### src/rtl/sfrb_pkg.sv
// Purpose: shared constants and types of the special function register bank
// Assumes: 8-bit registers, one per aligned 32-bit APB word at four times the index
// Notes: bits that power up undefined are given zero here
package sfrb_pkg;
  localparam int SFRB_NREG = 49;
  localparam int SFRB_AW = 12;
  typedef logic [9:0] sfrb_idx_t;
  typedef logic [7:0] sfrb_byte_t;

  // register indices, in slot order
  localparam sfrb_idx_t SFRB_OFFS [SFRB_NREG] = '{
    10'h004, 10'h005, 10'h006, 10'h007, 10'h008, 10'h009, 10'h00A, 10'h00B,
    10'h00C, 10'h010, 10'h011, 10'h012, 10'h015, 10'h016, 10'h018, 10'h019,
    10'h01A, 10'h01B, 10'h01C, 10'h01E, 10'h300, 10'h308, 10'h309, 10'h30A,
    10'h30B, 10'h30E, 10'h318, 10'h31B, 10'h31C, 10'h31D, 10'h320, 10'h322,
    10'h323, 10'h324, 10'h360, 10'h361, 10'h362, 10'h363, 10'h366, 10'h369,
    10'h370, 10'h372, 10'h373, 10'h374, 10'h375, 10'h376, 10'h37C, 10'h37D,
    10'h3F0};
  localparam sfrb_byte_t SFRB_RST [SFRB_NREG] = '{
    8'h00, 8'h08, 8'h48, 8'h20, 8'h01, 8'h00, 8'h00, 8'h00,
    8'h02, 8'h00, 8'h00, 8'h03, 8'h00, 8'h00, 8'h02, 8'h08,
    8'h00, 8'h00, 8'h12, 8'h01, 8'h00, 8'h00, 8'h00, 8'h00,
    8'h00, 8'h00, 8'h3F, 8'h00, 8'h00, 8'h00, 8'h00, 8'h00,
    8'h00, 8'h00, 8'h00, 8'h00, 8'h00, 8'h00, 8'h00, 8'h00,
    8'h00, 8'h00, 8'h00, 8'h00, 8'h00, 8'h00, 8'h00, 8'h00,
    8'h00};

  // slots with special reset handling, plus the detector 1 level slot
  localparam int SL_PM0 = 0;
  localparam int SL_CM2 = 8;
  localparam int SL_RESET_SOURCE_DETERMINE = 14;
  localparam int SL_VOLTAGE_DETECTOR_FLAGS = 15;
  localparam int SL_VOLTAGE_DETECTOR_ENABLE = 16;
  localparam int SL_PULLUP_CONTROL_1 = 35;
  localparam int SL_COUNT_SOURCE_PROTECTION_MODE = 46;
  localparam int SL_LVL = 48;

  // field values and positions
  localparam sfrb_byte_t PM0_BOOT_HI = 8'h03;
  localparam sfrb_byte_t PULLUP_CONTROL_1_EXP = 8'h02;
  localparam sfrb_byte_t CM2_KEEP = 8'h83;
  localparam sfrb_byte_t COUNT_SOURCE_PROTECTION_MODE_PROT = 8'h80;
  localparam sfrb_byte_t RESET_SOURCE_DETERMINE_HW_VAL = 8'h02;
  localparam int VOLTAGE_DETECTOR_FLAGS_DET1_ABOVE = 3;
  localparam int VOLTAGE_DETECTOR_ENABLE_DET0_EN = 5;
  localparam int VOLTAGE_DETECTOR_ENABLE_DET1_EN = 6;
  localparam int RESET_SOURCE_DETERMINE_COLD = 0;
  localparam int RESET_SOURCE_DETERMINE_HW = 1;
  localparam int RESET_SOURCE_DETERMINE_SW = 2;
  localparam int RESET_SOURCE_DETERMINE_WDT = 3;
  localparam int RESET_SOURCE_DETERMINE_OSC = 4;
  localparam int RESET_SOURCE_DETERMINE_VM = 5;

  // timing
  localparam int SFRB_CLK_MHZ = 40;
  localparam int SFRB_EN_WAIT_US = 100;
  localparam int SFRB_RESP_US = 200;
  localparam int SFRB_EN_WAIT_CYC = SFRB_EN_WAIT_US * SFRB_CLK_MHZ;
  localparam int SFRB_RESP_CYC = SFRB_RESP_US * SFRB_CLK_MHZ;
  localparam int SFRB_TRIP_LAT = 3;

  typedef enum logic [2:0] {
    RST_HW = 3'h0, RST_POR = 3'h1, RST_VM0 = 3'h2, RST_SW = 3'h3,
    RST_WDT = 3'h4, RST_OSC = 3'h5, RST_VM1 = 3'h6, RST_VM2 = 3'h7
  } sfrb_rst_e;

  typedef struct packed {
    logic valid;
    sfrb_rst_e kind;
  } sfrb_rst_req_s;

  typedef enum logic [1:0] {
    ST_SYNC = 2'b00, ST_LOAD = 2'b01, ST_RUN = 2'b11
  } sfrb_state_e;
endpackage

### src/rtl/sfrb_top.sv
// Purpose: special function register bank with reset-source dependent reset values
// Assumes: APB slave, 8-bit registers in the low byte of each word
// Notes: other reset types arrive as one-cycle requests from the reset controller
// Functional notes
// software never touches unassigned addresses; such accesses get pslverr and read zero.
// on full reset, mode register 0 loads 00h or 03h from boot pin.
// partial resets keep the two mode select bits of mode register 0.
// oscillator stop reset keeps bits 0,1,7 of oscillation stop register.
// reset source register shows reset type; hardware reset gives XX00 001Xb.
// full resets load pull-up register 1 with 00h or 02h from boot pin.
// partial resets load pull-up register 1 from mode bits: 00b gives 00h, else 02h; the code decodes mode bit 0 only, so 10b also gives 00h.
// count source protection resets to 00h, or 80h when protection initial bit 0.
// hardware reset gives detector flags 08h and detector enable 00h.
// software waits 100 us after re-enabling detector 0.
// software waits 100 us after re-enabling detector 1.
// detector 0 raises its reset request well within 200 us.
// detector 1 raises its reset request well within 200 us.
// detector 1 level from a 4-bit field; detector 0 level from option bit.
// undefined reset bits must be written by software before use.
//
// Added by the designer: the APB interface to the registers.
`timescale 1ns/10ps
module sfrb_top
  import sfrb_pkg::*;
#(
  parameter int EN_WAIT_CYC = SFRB_EN_WAIT_CYC
) (
  input wire logic clk,
  input wire logic rst_n,
  input wire logic psel,
  input wire logic penable,
  input wire logic pwrite,
  input wire logic [SFRB_AW-1:0] paddr,
  input wire logic [31:0] pwdata,
  output logic [31:0] prdata,
  output logic pready,
  output logic pslverr,
  input wire logic boot_mode_pin,
  input wire sfrb_rst_req_s rst_req,
  input wire logic protection_initial_bit,
  input wire logic detector0_level_select,
  input wire logic det0_below,
  input wire logic det1_below,
  output logic vm0_reset_req,
  output logic vm1_reset_req,
  output logic [3:0] detector1_level_field,
  output logic detector0_level,
  output logic [1:0] mode_select
);
  generate
    if (SFRB_TRIP_LAT + 1 > SFRB_RESP_CYC) begin : g_chk
      $error("sfrb_top: trip latency exceeds response time");
    end
  endgenerate

  // boot pin synchroniser
  logic boot_s1, boot_s;

  always_ff @(posedge clk or negedge rst_n) begin
    if (!rst_n) begin
      boot_s1 <= 1'b0;
      boot_s <= 1'b0;
    end else begin
      boot_s1 <= boot_mode_pin;
      boot_s <= boot_s1;
    end
  end

  // start-up sequence: wait for the synchroniser, then apply hardware reset values
  sfrb_state_e state, next_state;
  logic [1:0] wait_cnt, next_wait_cnt;

  always_comb begin
    next_state = state;
    next_wait_cnt = wait_cnt;
    case (state)
      ST_SYNC: begin
        next_wait_cnt = wait_cnt + 2'h1;
        if (wait_cnt == 2'h2) begin
          next_state = ST_LOAD;
        end
      end
      ST_LOAD: begin
        next_state = ST_RUN;
      end
      ST_RUN: begin
        next_state = ST_RUN;
      end
      default: begin
        next_state = ST_SYNC;
      end
    endcase
  end

  always_ff @(posedge clk or negedge rst_n) begin
    if (!rst_n) begin
      state <= ST_SYNC;
      wait_cnt <= 2'h0;
    end else begin
      state <= next_state;
      wait_cnt <= next_wait_cnt;
    end
  end

  // reset load request: start-up load or a reset from the controller
  logic apply;
  sfrb_rst_e kind;
  logic full_rst;

  always_comb begin
    apply = 1'b0;
    kind = RST_HW;
    if (state == ST_LOAD) begin
      apply = 1'b1;
    end else if (state == ST_RUN && rst_req.valid) begin
      apply = 1'b1;
      kind = rst_req.kind;
    end
    full_rst = (kind == RST_HW) || (kind == RST_POR) || (kind == RST_VM0);
  end

  // address decode
  logic hit;
  logic [5:0] slot;

  always_comb begin
    hit = 1'b0;
    slot = 6'h00;
    for (int i = 0; i < SFRB_NREG; i++) begin
      if (paddr[1:0] == 2'b00 && paddr[SFRB_AW-1:2] == SFRB_OFFS[i]) begin
        hit = 1'b1;
        slot = 6'(i);
      end
    end
  end

  // APB slave: one wait state, answer in the second access cycle
  logic access, wr_fire;
  logic next_pready, next_pslverr;
  logic [31:0] next_prdata;
  sfrb_byte_t regs [SFRB_NREG];
  sfrb_byte_t next_regs [SFRB_NREG];

  always_comb begin
    access = psel && penable;
    wr_fire = access && pready && pwrite && hit;
    next_pready = access && !pready && (state == ST_RUN);
    next_pslverr = 1'b0;
    next_prdata = 32'h0000_0000;
    if (next_pready) begin
      next_pslverr = !hit;
      if (hit && !pwrite) begin
        next_prdata = {24'h00_0000, regs[slot]};
      end
    end
  end

  always_ff @(posedge clk or negedge rst_n) begin
    if (!rst_n) begin
      pready <= 1'b0;
      pslverr <= 1'b0;
      prdata <= 32'h0000_0000;
    end else begin
      pready <= next_pready;
      pslverr <= next_pslverr;
      prdata <= next_prdata;
    end
  end

  // detector channels
  logic det0_armed, det1_armed, det0_above, det1_above, det0_trip, det1_trip;

  sfrb_vdet #(
    .WAIT_CYC(EN_WAIT_CYC)
  ) u_det0 (
    .clk(clk),
    .rst_n(rst_n),
    .enable(regs[SL_VOLTAGE_DETECTOR_ENABLE][VOLTAGE_DETECTOR_ENABLE_DET0_EN]),
    .below(det0_below),
    .armed(det0_armed),
    .above(det0_above),
    .trip(det0_trip)
  );

  sfrb_vdet #(
    .WAIT_CYC(EN_WAIT_CYC)
  ) u_det1 (
    .clk(clk),
    .rst_n(rst_n),
    .enable(regs[SL_VOLTAGE_DETECTOR_ENABLE][VOLTAGE_DETECTOR_ENABLE_DET1_EN]),
    .below(det1_below),
    .armed(det1_armed),
    .above(det1_above),
    .trip(det1_trip)
  );

  // register file next values
  sfrb_byte_t src;

  always_comb begin
    next_regs = regs;
    src = 8'h00;
    if (apply) begin
      for (int i = 0; i < SFRB_NREG; i++) begin
        next_regs[i] = SFRB_RST[i];
      end
      if (full_rst) begin
        next_regs[SL_PM0] = boot_s ? PM0_BOOT_HI : 8'h00;
        next_regs[SL_PULLUP_CONTROL_1] = boot_s ? PULLUP_CONTROL_1_EXP : 8'h00;
      end else begin
        next_regs[SL_PM0][1:0] = regs[SL_PM0][1:0];
        next_regs[SL_PULLUP_CONTROL_1] = regs[SL_PM0][0] ? PULLUP_CONTROL_1_EXP : 8'h00;
      end
      if (kind == RST_OSC) begin
        next_regs[SL_CM2] = (SFRB_RST[SL_CM2] & ~CM2_KEEP) | (regs[SL_CM2] & CM2_KEEP);
      end
      next_regs[SL_COUNT_SOURCE_PROTECTION_MODE] = protection_initial_bit ? 8'h00 : COUNT_SOURCE_PROTECTION_MODE_PROT;
      // detectors keep running through software-style resets
      if (kind == RST_SW || kind == RST_WDT || kind == RST_OSC) begin
        next_regs[SL_VOLTAGE_DETECTOR_ENABLE] = regs[SL_VOLTAGE_DETECTOR_ENABLE];
      end else begin
        next_regs[SL_VOLTAGE_DETECTOR_ENABLE] = SFRB_RST[SL_VOLTAGE_DETECTOR_ENABLE];
      end
      // reset source flags: POR and VM0 share the cold flag, VM1 and VM2 share the VM flag
      src = RESET_SOURCE_DETERMINE_HW_VAL;
      case (kind)
        RST_HW: src[RESET_SOURCE_DETERMINE_COLD] = regs[SL_RESET_SOURCE_DETERMINE][RESET_SOURCE_DETERMINE_COLD];
        RST_POR, RST_VM0: src = 8'h01 << RESET_SOURCE_DETERMINE_COLD;
        RST_SW: src = 8'h01 << RESET_SOURCE_DETERMINE_SW;
        RST_WDT: src = 8'h01 << RESET_SOURCE_DETERMINE_WDT;
        RST_OSC: src = 8'h01 << RESET_SOURCE_DETERMINE_OSC;
        RST_VM1, RST_VM2: src = 8'h01 << RESET_SOURCE_DETERMINE_VM;
        default: src = RESET_SOURCE_DETERMINE_HW_VAL;
      endcase
      next_regs[SL_RESET_SOURCE_DETERMINE] = src;
    end else if (wr_fire) begin
      next_regs[slot] = pwdata[7:0];
    end
    // live detector 1 level flag, not writable
    next_regs[SL_VOLTAGE_DETECTOR_FLAGS][VOLTAGE_DETECTOR_FLAGS_DET1_ABOVE] = apply ? SFRB_RST[SL_VOLTAGE_DETECTOR_FLAGS][VOLTAGE_DETECTOR_FLAGS_DET1_ABOVE] : det1_above;
  end

  always_ff @(posedge clk or negedge rst_n) begin
    if (!rst_n) begin
      for (int i = 0; i < SFRB_NREG; i++) begin
        regs[i] <= SFRB_RST[i];
      end
    end else begin
      regs <= next_regs;
    end
  end

  // outputs
  always_ff @(posedge clk or negedge rst_n) begin
    if (!rst_n) begin
      vm0_reset_req <= 1'b0;
      vm1_reset_req <= 1'b0;
      detector1_level_field <= 4'h0;
      detector0_level <= 1'b0;
      mode_select <= 2'b00;
    end else begin
      vm0_reset_req <= det0_trip;
      vm1_reset_req <= det1_trip;
      detector1_level_field <= regs[SL_LVL][3:0];
      detector0_level <= detector0_level_select;
      mode_select <= regs[SL_PM0][1:0];
    end
  end
endmodule

### src/rtl/sfrb_vdet.sv
// Purpose: one voltage detector channel: arming delay and reset request
// Assumes: below is an asynchronous comparator level, high under the threshold
// Notes: the request is a level that holds while the supply stays low
`timescale 1ns/10ps
module sfrb_vdet
  import sfrb_pkg::*;
#(
  parameter int WAIT_CYC = SFRB_EN_WAIT_CYC
) (
  input wire logic clk,
  input wire logic rst_n,
  input wire logic enable,
  input wire logic below,
  output logic armed,
  output logic above,
  output logic trip
);
  generate
    if (WAIT_CYC < 1 || WAIT_CYC > 65535) begin : g_chk
      $error("sfrb_vdet: WAIT_CYC out of range");
    end
  endgenerate

  logic s1, s2;
  logic [15:0] cnt, next_cnt;
  logic next_armed, next_trip;

  always_comb begin
    next_cnt = cnt;
    next_armed = armed;
    // re-enabling restarts the settle time before the detector is trusted
    if (!enable) begin
      next_cnt = '0;
      next_armed = 1'b0;
    end else if (!armed) begin
      next_cnt = cnt + 16'h0001;
      next_armed = (next_cnt >= 16'(WAIT_CYC));
    end
    next_trip = enable && armed && s2;
  end

  always_ff @(posedge clk or negedge rst_n) begin
    if (!rst_n) begin
      s1 <= 1'b0;
      s2 <= 1'b0;
      cnt <= '0;
      armed <= 1'b0;
      trip <= 1'b0;
      above <= 1'b1;
    end else begin
      s1 <= below;
      s2 <= s1;
      cnt <= next_cnt;
      armed <= next_armed;
      trip <= next_trip;
      above <= ~s2;
    end
  end
endmodule

### config.mk
export PLATFORM = sky130hd
export DESIGN_NAME = sfrb_top
export DESIGN_NICKNAME = d
export VERILOG_FILES = /design/src/rtl/sfrb_pkg.sv /design/src/rtl/sfrb_top.sv /design/src/rtl/sfrb_vdet.sv
export SDC_FILE = /design/constraint.sdc
export NUM_CORES = 1
export LEC_CHECK = 0
export CAP_MARGIN = 15
export CELL_PAD_IN_SITES_DETAIL_PLACEMENT = 1
export CELL_PAD_IN_SITES_GLOBAL_PLACEMENT = 1
export CORE_ASPECT_RATIO = 1.5
export CORE_MARGIN = 1.5
export CORE_UTILIZATION = 40
export DETAILED_ROUTE_END_ITERATION = 7
export DONT_BUFFER_PORTS = 1
export GPL_TIMING_DRIVEN = 0
export PLACE_DENSITY = 0.75
export SLEW_MARGIN = 20
export SYNTH_ARGS = -nofsm -noshare
export SYNTH_HDL_FRONTEND = slang
export SYNTH_SLANG_ARGS = --single-unit
### constraint.sdc
create_clock -name clk -period 2 [get_ports clk]
set_input_delay 0.2 -clock clk [delete_from_list [all_inputs] [get_ports clk]]
set_output_delay 0.2 -clock clk [all_outputs]
set_load 0.02 [all_outputs]
==> reports/qor.yml, run 1 <==
status: "finished, violations left"
violations: "negative hold slack, negative setup slack"
vias: 24810
clockBufferDepth: 3
pwr-share-comb: 0.073
fmax_ghz: 0.2735
crit_type: "in2reg"
grt_antenna_before_repair: 10
p_leak_nw: 13.38
io_pins: 101
area_growth_pct: 38.54
worst_setup_path_start_kind: "primary input"
grt_start_max_net_pins: 459
drtIter0Drc: 2684
cts_buffers: 47
power_per_cell_area_mw_per_mm2: 623.4
report.final.slew_viol_count: 0
rows: 108
dpl.cell_count: 3389
syn_area_sq_mm: 0.02355
start_util: 0.4062
path_cells: "buf_4 -> nor4b_4 -> buf_4 -> nand2_4 -> a31oi_2 -> nor4_4 -> buf_4 -> nand2_4 -> buf_12 -> a211o_1 -> a21oi_4 -> o2111ai_4 -> a2111oi_4"
avgSynthCellArea_sq_um: 9.070
fin_ws_ns: -1.657
wire_per_inst_um: 36.62
grt_use_total: 0.4270
ant_nets: 0
nFillCells: 6201
path_clk_slew_ns: 0.06
netlist_instances: 2596
synth.yosys.seq_area_share: 0.4878
h-tree-depth: 2
hp-class: "in2async"
worst_pin_slew_ns: 1.485
seqPwrFrac: 0.460
finalSetupViolations: 400
cp_max_fo: 10
power.share.clock: 0.467
synth_edf_count: 0
p_int_mw: 15.01
synth_cell_types: 87
maxCapViolCount: 0
grt_pass1_wl_um: 182400
gp_congestion: 1.035
nets: 2967
fin_crit_ns: 3.657
whs_ns: -0.7233
die_w_um: 201.1
mostFrequentLayoutCells: "nand2_1, dfrtp_1, nor2_1"
die-area_sq_mm: 0.06036
switchingPower_mw: 5.327
ir_drop_mv: 0.6292
final_common_cell: "nand2_1"
clock-sinks: 458
gr-total-overflow: 0
synth-seq-cells: 458
route.detailed.drc: 0
instances_no_fill: 3719
final_area_sq_mm: 0.03262
worstSetupEndpointType: "flip-flop"
drt-total-wl_um: 136200
r2r_setup_slack_ns: -0.91
hold_viol: 458
crit_path_frequent_cell: "buf_4"
firstDrtPassIters: 8
dieHeight_um: 300.2
routed_via_density: 6.670
ctsHoldBuffers: 11
cpLargestDelayFamily: "compound AO/OA/AOI/OAI gates"
multi_input_area_sq_mm: 0.01397
max-slew-margin-rel: 0.01029
cts_tree: "built"
dpl_cell_area_sq_mm: 0.02520
grt_pass1_vias: 25240
floorplan.core_area_sq_mm: 0.05797
fin_crit_sh: 1.828
ff_latch_area_sq_mm: 0.01149
switching_share: 0.2619
yosysWarningCount: 0
clock_skew_ns: 0.03542
cp_slowest_cell: "nor4_4"
rsz0062_at_grt: "true"
cp.required_ns: 2.48
insertion_delay_ns: 0.63
dp_hpwl_um: 82790
cp_num_buf_inv: 4
arrival_ns: 4.14
io_buffers: 0
crit_path_max_incr_delay_ns: 1.11
synthArstFlopShare: 1.000
cts_root_buf: "clkbuf_16"
synth_flop_cell: "dfrtp_1"
layout-drive-gt1-share: 0.3367
-- cell usage after synthesis, types with 8 or more instances --
library cell / instances / area share
mux2_2: 38 / 0.018
nand2b_1: 12 / 0.0032
o21ai_0: 47 / 0.010
nor2_4: 9 / 0.0043
o211ai_1: 15 / 0.0048
a22o_1: 13 / 0.0048
nor2_1: 270 / 0.043
dfrtp_1: 438 / 0.47
nand3_1: 82 / 0.017
clkbuf_1: 110 / 0.018
nand2_1: 557 / 0.089
a211oi_1: 9 / 0.0029
buf_1: 14 / 0.0022
o31ai_1: 8 / 0.0026
o22ai_1: 61 / 0.016
xnor2_1: 31 / 0.012
mux2i_1: 182 / 0.077
a211o_1: 9 / 0.0033
nand4_1: 17 / 0.0045
nor4_1: 9 / 0.0024
inv_1: 13 / 0.0021
and2_1: 29 / 0.0077
a31oi_1: 20 / 0.0053
nor2_2: 15 / 0.0040
buf_4: 37 / 0.012
nor3_1: 39 / 0.0083
o221ai_1: 22 / 0.0082
a21oi_1: 231 / 0.049
dfstp_2: 20 / 0.022
nor2b_1: 13 / 0.0035
or3_1: 19 / 0.0050
and3_1: 15 / 0.0040
buf_2: 46 / 0.0098
-- path summary, 6_finish.rpt --
kind                              from       endpoint  cells past startpoint
min reg2reg                u_det0.trip  vm0_reset_req                      0
max                           paddr[9]      prdata[6]                     13
min in group clk                pwrite      prdata[2]                      4
max in group asynchronous        rst_n       regs[69]                      0
min                              rst_n      regs[330]                      0
max reg2reg                   state[0]      prdata[5]                      6
-- through the flow --
step	power [mW]	utilization	setup TNS (ns)	setup WS (ns)
after floorplan	10.08	-	-243.53	-0.7983
after global placement	10.55	0.4338	-681.44	-3.238
after detailed placement	10.56	0.4346	-685.20	-3.074
after CTS	20.06	0.5402	-178.23	-0.7984
after global routing	20.61	0.5624	-352.04	-1.609
final	20.34	0.5627	-334.18	-1.657
-- cell families (layout without fill, tap and decap cells) --
group / count (synthesis) / after routing / synth area share
AO/OA/AOI/OAI: 521 / 521 / 0.1404
AND/OR/NAND/NOR: 1131 / 1131 / 0.2148
flip-flops: 458 / 458 / 0.4878
buffers and inverters: 223 / 547 / 0.04485
multiplexers: 220 / 220 / 0.09554
XOR/XNOR: 37 / 37 / 0.01376
adder cells (fa/ha/maj): 5 / 5 / 0.002657
other: 1 / 30 / 0.0001593
-- sequential cells by signal, summed over array words and instances, names as in the netlist --
register	count
regs	392
u_det1.trip	1
u_det1.above	1
u_det0.cnt	16
vm1_reset_req	1
u_det0.trip	1
u_det1.cnt	16
state	2
u_det1.armed	1
detector1_level_field	4
vm0_reset_req	1
prdata	8
boot_s1	1
pready	1
boot_s	1
detector0_level	1
u_det0.s1	1
wait_cnt	2
u_det0.s2	1
mode_select	2
u_det1.s2	1
u_det0.armed	1
u_det1.s1	1
pslverr	1
-- layout make-up --
class | count | area share
antenna | 6 | 0.0004603
buffer | 198 | 0.05481
clock buffer | 72 | 0.04357
clock inverter | 16 | 0.005562
inverter | 13 | 0.001611
multi-input combinational | 1938 | 0.4284
sequential | 458 | 0.3521
tap | 770 | 0.02953
timing repair buffer | 248 | 0.08396
-- power by group through the flow --
stage | sequential, mW | clock, mW | combinational [mW]
finish | 9.36 | 9.49 | 1.49
global route | 9.36 | 9.78 | 1.48
CTS | 9.36 | 9.43 | 1.27
detailed placement | 9.53 | 0 | 1.03
global placement | 9.53 | 0 | 1.02
floorplan | 9.50 | 0 | 0.583
-- routing by layer --
metal  track usage  up-vias  wire length [um]
met5             0        -                54
li1              -     9609                 -
met3        0.1245      865             15610
met2        0.6702     1863             59840
met4        0.3910        8             16470
met1        0.4677    12460             44230
-- timing repair --
action | in CTS | in global routing
endpoints found under the setup margin | 402 | 408
setup buffers | 181 | 52
hold endpoints to repair | 472 | 458
resized for setup | 621 | 200
gates cloned | 5 | 2
pin swaps | 273 | 161
Power figures use the tool's default switching activity.
==> inputs of run 2 (changes only) <==
- ABC_AREA: unset -> 1
- PLACE_DENSITY: 0.75 -> 0.74
- clock period: 2 -> 4.46 ns (I/O delays scaled with it)
==> run 2 against run 1 <==
Net effect:
- the run ends with negative hold slack, max-slew violations left
- clock power shrank 54%
- clock skew increased by 0.0027 ns
- routed wire length fell by 21%
- worst setup slack better by 1.7 ns
- flip-flop and latch count did not move
- combinational power shrank 79%
- largest power group unchanged
==> reports/qor.yml, run 2 <==
grt_start_max_net_pins: 459
pwr-share-comb: 0.036
final_area_sq_mm: 0.02473
h-tree-depth: 2
drtIter0Drc: 2131
finish.utilization: 0.4535
cp.required_ns: 4.97
drt-total-wl_um: 107900
dieHeight_um: 289.9
rr_worst_depth: 10
max-slew-margin-rel: -0.8869
dp_hpwl_um: 76420
io_pins: 101
die-area_sq_mm: 0.05632
largest_reg_flops: 392
start_util: 0.4026
firstDrtPassIters: 5
netlist_instances: 2691
cp_max_fo: 10
cp_num_buf_inv: 5
avgSynthCellArea_sq_um: 8.158
floorplan.core_area_sq_mm: 0.05452
violations: "negative hold slack, max-slew violations"
reg_top3: "regs (392), u_det0.cnt (16), u_det1.cnt (16)"
cp.depth: 21
ctsHoldBuffers: 8
synth_area_leaders: "dfrtp_1, nand2_1, o22ai_1"
path_cells: "inv_1 -> nor2_1 -> inv_1 -> nor2_1 -> inv_1 -> nor2_1 -> inv_2 -> nand4_1 -> nor3_1 -> nand4_1 -> nor3_1 -> nand4_1 -> nor2_2 -> nand3_2 -> clkbuf_2 -> o21ai_0 -> nor2_1 -> nand3b_1 -> nand3_1 -> nand2_1 -> nor2_1"
pre_cts_slack_ns: -0.9272
synth_cell_types: 49
area_growth_pct: 12.64
crit_path_max_incr_delay_ns: 0.54
dpl_cell_area_sq_mm: 0.02293
synth.yosys.seq_area_share: 0.5232
crit_type: "in2reg"
grt_use_total: 0.3857
synthArstFlopShare: 1.000
cpLargestDelayFamily: "simple AND/OR/NAND/NOR gates"
p_int_mw: 6.759
cts_root_buf: "clkbuf_16"
clock-sinks: 458
fin_crit_ns: 4.402
grt_pass1_vias: 22190
report.final.slew_viol_count: 331
rsz0062_at_grt: "false"
whs_ns: -0.4707
clock_skew_ns: 0.03810
nets: 2837
cts_tree: "built"
synth-seq-cells: 458
switchingPower_mw: 2.098
fin_crit_sh: 0.9870
synth_top_area_cell: "dfrtp_1"
grt_antenna_before_repair: 9
arrival_ns: 4.91
path_clk_slew_ns: 0.07
instances_no_fill: 3507
power_per_cell_area_mw_per_mm2: 358.2
power.total_mw: 8.857
fmax_ghz: 0.2272
gp_congestion: 1.054
io_buffers: 0
cp_slowest_cell: "nor2_2"
seqPwrFrac: 0.475
rows: 105
layout-drive-gt1-share: 0.1015
worstSetupEndpointType: "flip-flop"
status: "finished, violations left"
cts_buffers: 47
die_w_um: 194.3
syn_area_sq_mm: 0.02195
synth_edf_count: 0
synth_top_area_frac: 0.4993
wire_per_inst_um: 30.76
synth_flop_cell: "dfrtp_1"
worst_pin_slew_ns: 2.830
registers.top_by_ff_count: "regs"
crit_path_frequent_cell: "nor2_1"
worst_setup_path_start_kind: "primary input"
yosysWarningCount: 0
synth_commonest_cells: "nand2_1, dfrtp_1, inv_1"
vias: 21140
ant_nets: 0
finalSetupViolations: 0
route.detailed.drc: 0
hold_viol: 206
mostFrequentLayoutCells: "nand2_1, dfrtp_1, inv_1"
routed_via_density: 6.028
maxCapViolCount: 0
insertion_delay_ns: 0.63
dpl.cell_count: 3410
switching_share: 0.2369
fin_ws_ns: 0.05813
gr-total-overflow: 0
p_leak_nw: 11.14
hp-class: "in2async"
clockBufferDepth: 3
grt_pass1_wl_um: 154300
power.share.clock: 0.489
ir_drop_mv: 0.2508
tns_ns: 0
final_common_cell: "nand2_1"
yosysMostFrequentCell: "nand2_1"
[run 2: cell types whose count changed in the layout (fill, tap and decap cells not counted), sizes merged, moves of 78 or more]
cell   before  now
o21ai      50  258
a21oi     234   17
buf       334   95
mux2i     182    0
o22ai      61  248
inv        13  421
nand3      86  164
[run 2: kinds of logic after synthesis]
kind of cell / after synthesis / share of synthesized area
AOI/OAI and AO/OA: 556 / 0.1463
xor gates and xnor gates: 23 / 0.009177
adders and majority gates: 5 / 0.002850
buffers and inverters: 563 / 0.1072
DFF: 458 / 0.5232
muxes: 1 / 0.0005129
other: 1 / 0.0001708
and+or+nand+nor: 1084 / 0.2105
[run 2: power by group through the flow]
stage | combinational (mW) | sequential (mW) | clock (mW)
final | 0.317 | 4.21 | 4.33
after global routing | 0.330 | 4.21 | 4.48
after CTS | 0.302 | 4.21 | 4.33
after detailed placement | 0.294 | 4.28 | 0
after global placement | 0.288 | 4.28 | 0
after floorplan | 0.185 | 4.28 | 0
[run 2: cell type report]
type	instances	area, sq um
inverter	436	1637
antenna	4	10.01
fill	6606	29790
tap	695	869.6
multi-input combinational	1693	8239
buffer	127	740.7
clock buffer	61	1319
timing repair buffer	11	106.4
sequential	458	11490
clock inverter	22	320.3
[run 2: worst paths after layout]
check,slack [ns],start,endpoint
min reg2reg,0.35,boot_s1,boot_s
min,-0.47,rst_n,regs[219]
max in group asynchronous,2.72,rst_n,regs[384]
min in group clk,0,pwdata[1],regs[321]
max,0.06,paddr[3],prdata[0]
max reg2reg,0.91,state[0],regs[12]
[run 2: timing repair]
| action | in CTS | in global routing |
|---|---|---|
| pin swaps | 0 | 1 |
| gates resized for setup | 5 | 17 |
| setup endpoints to repair | 18 | 254 |
| buffers inserted | 0 | 2 |
| hold endpoints to repair | 465 | 448 |
[run 2: layer usage]
metal  global-route usage  routed length [um]  part of all wire  vias to the layer above
met2               0.5948               48750              0.45                     1095
met5                    0                 100           0.00093                        -
met4               0.3447               11070              0.10                       12
li1                     -                   -                 -                     8906
met1               0.4432               39010              0.36                    10690
met3              0.09798                8943             0.083                      437
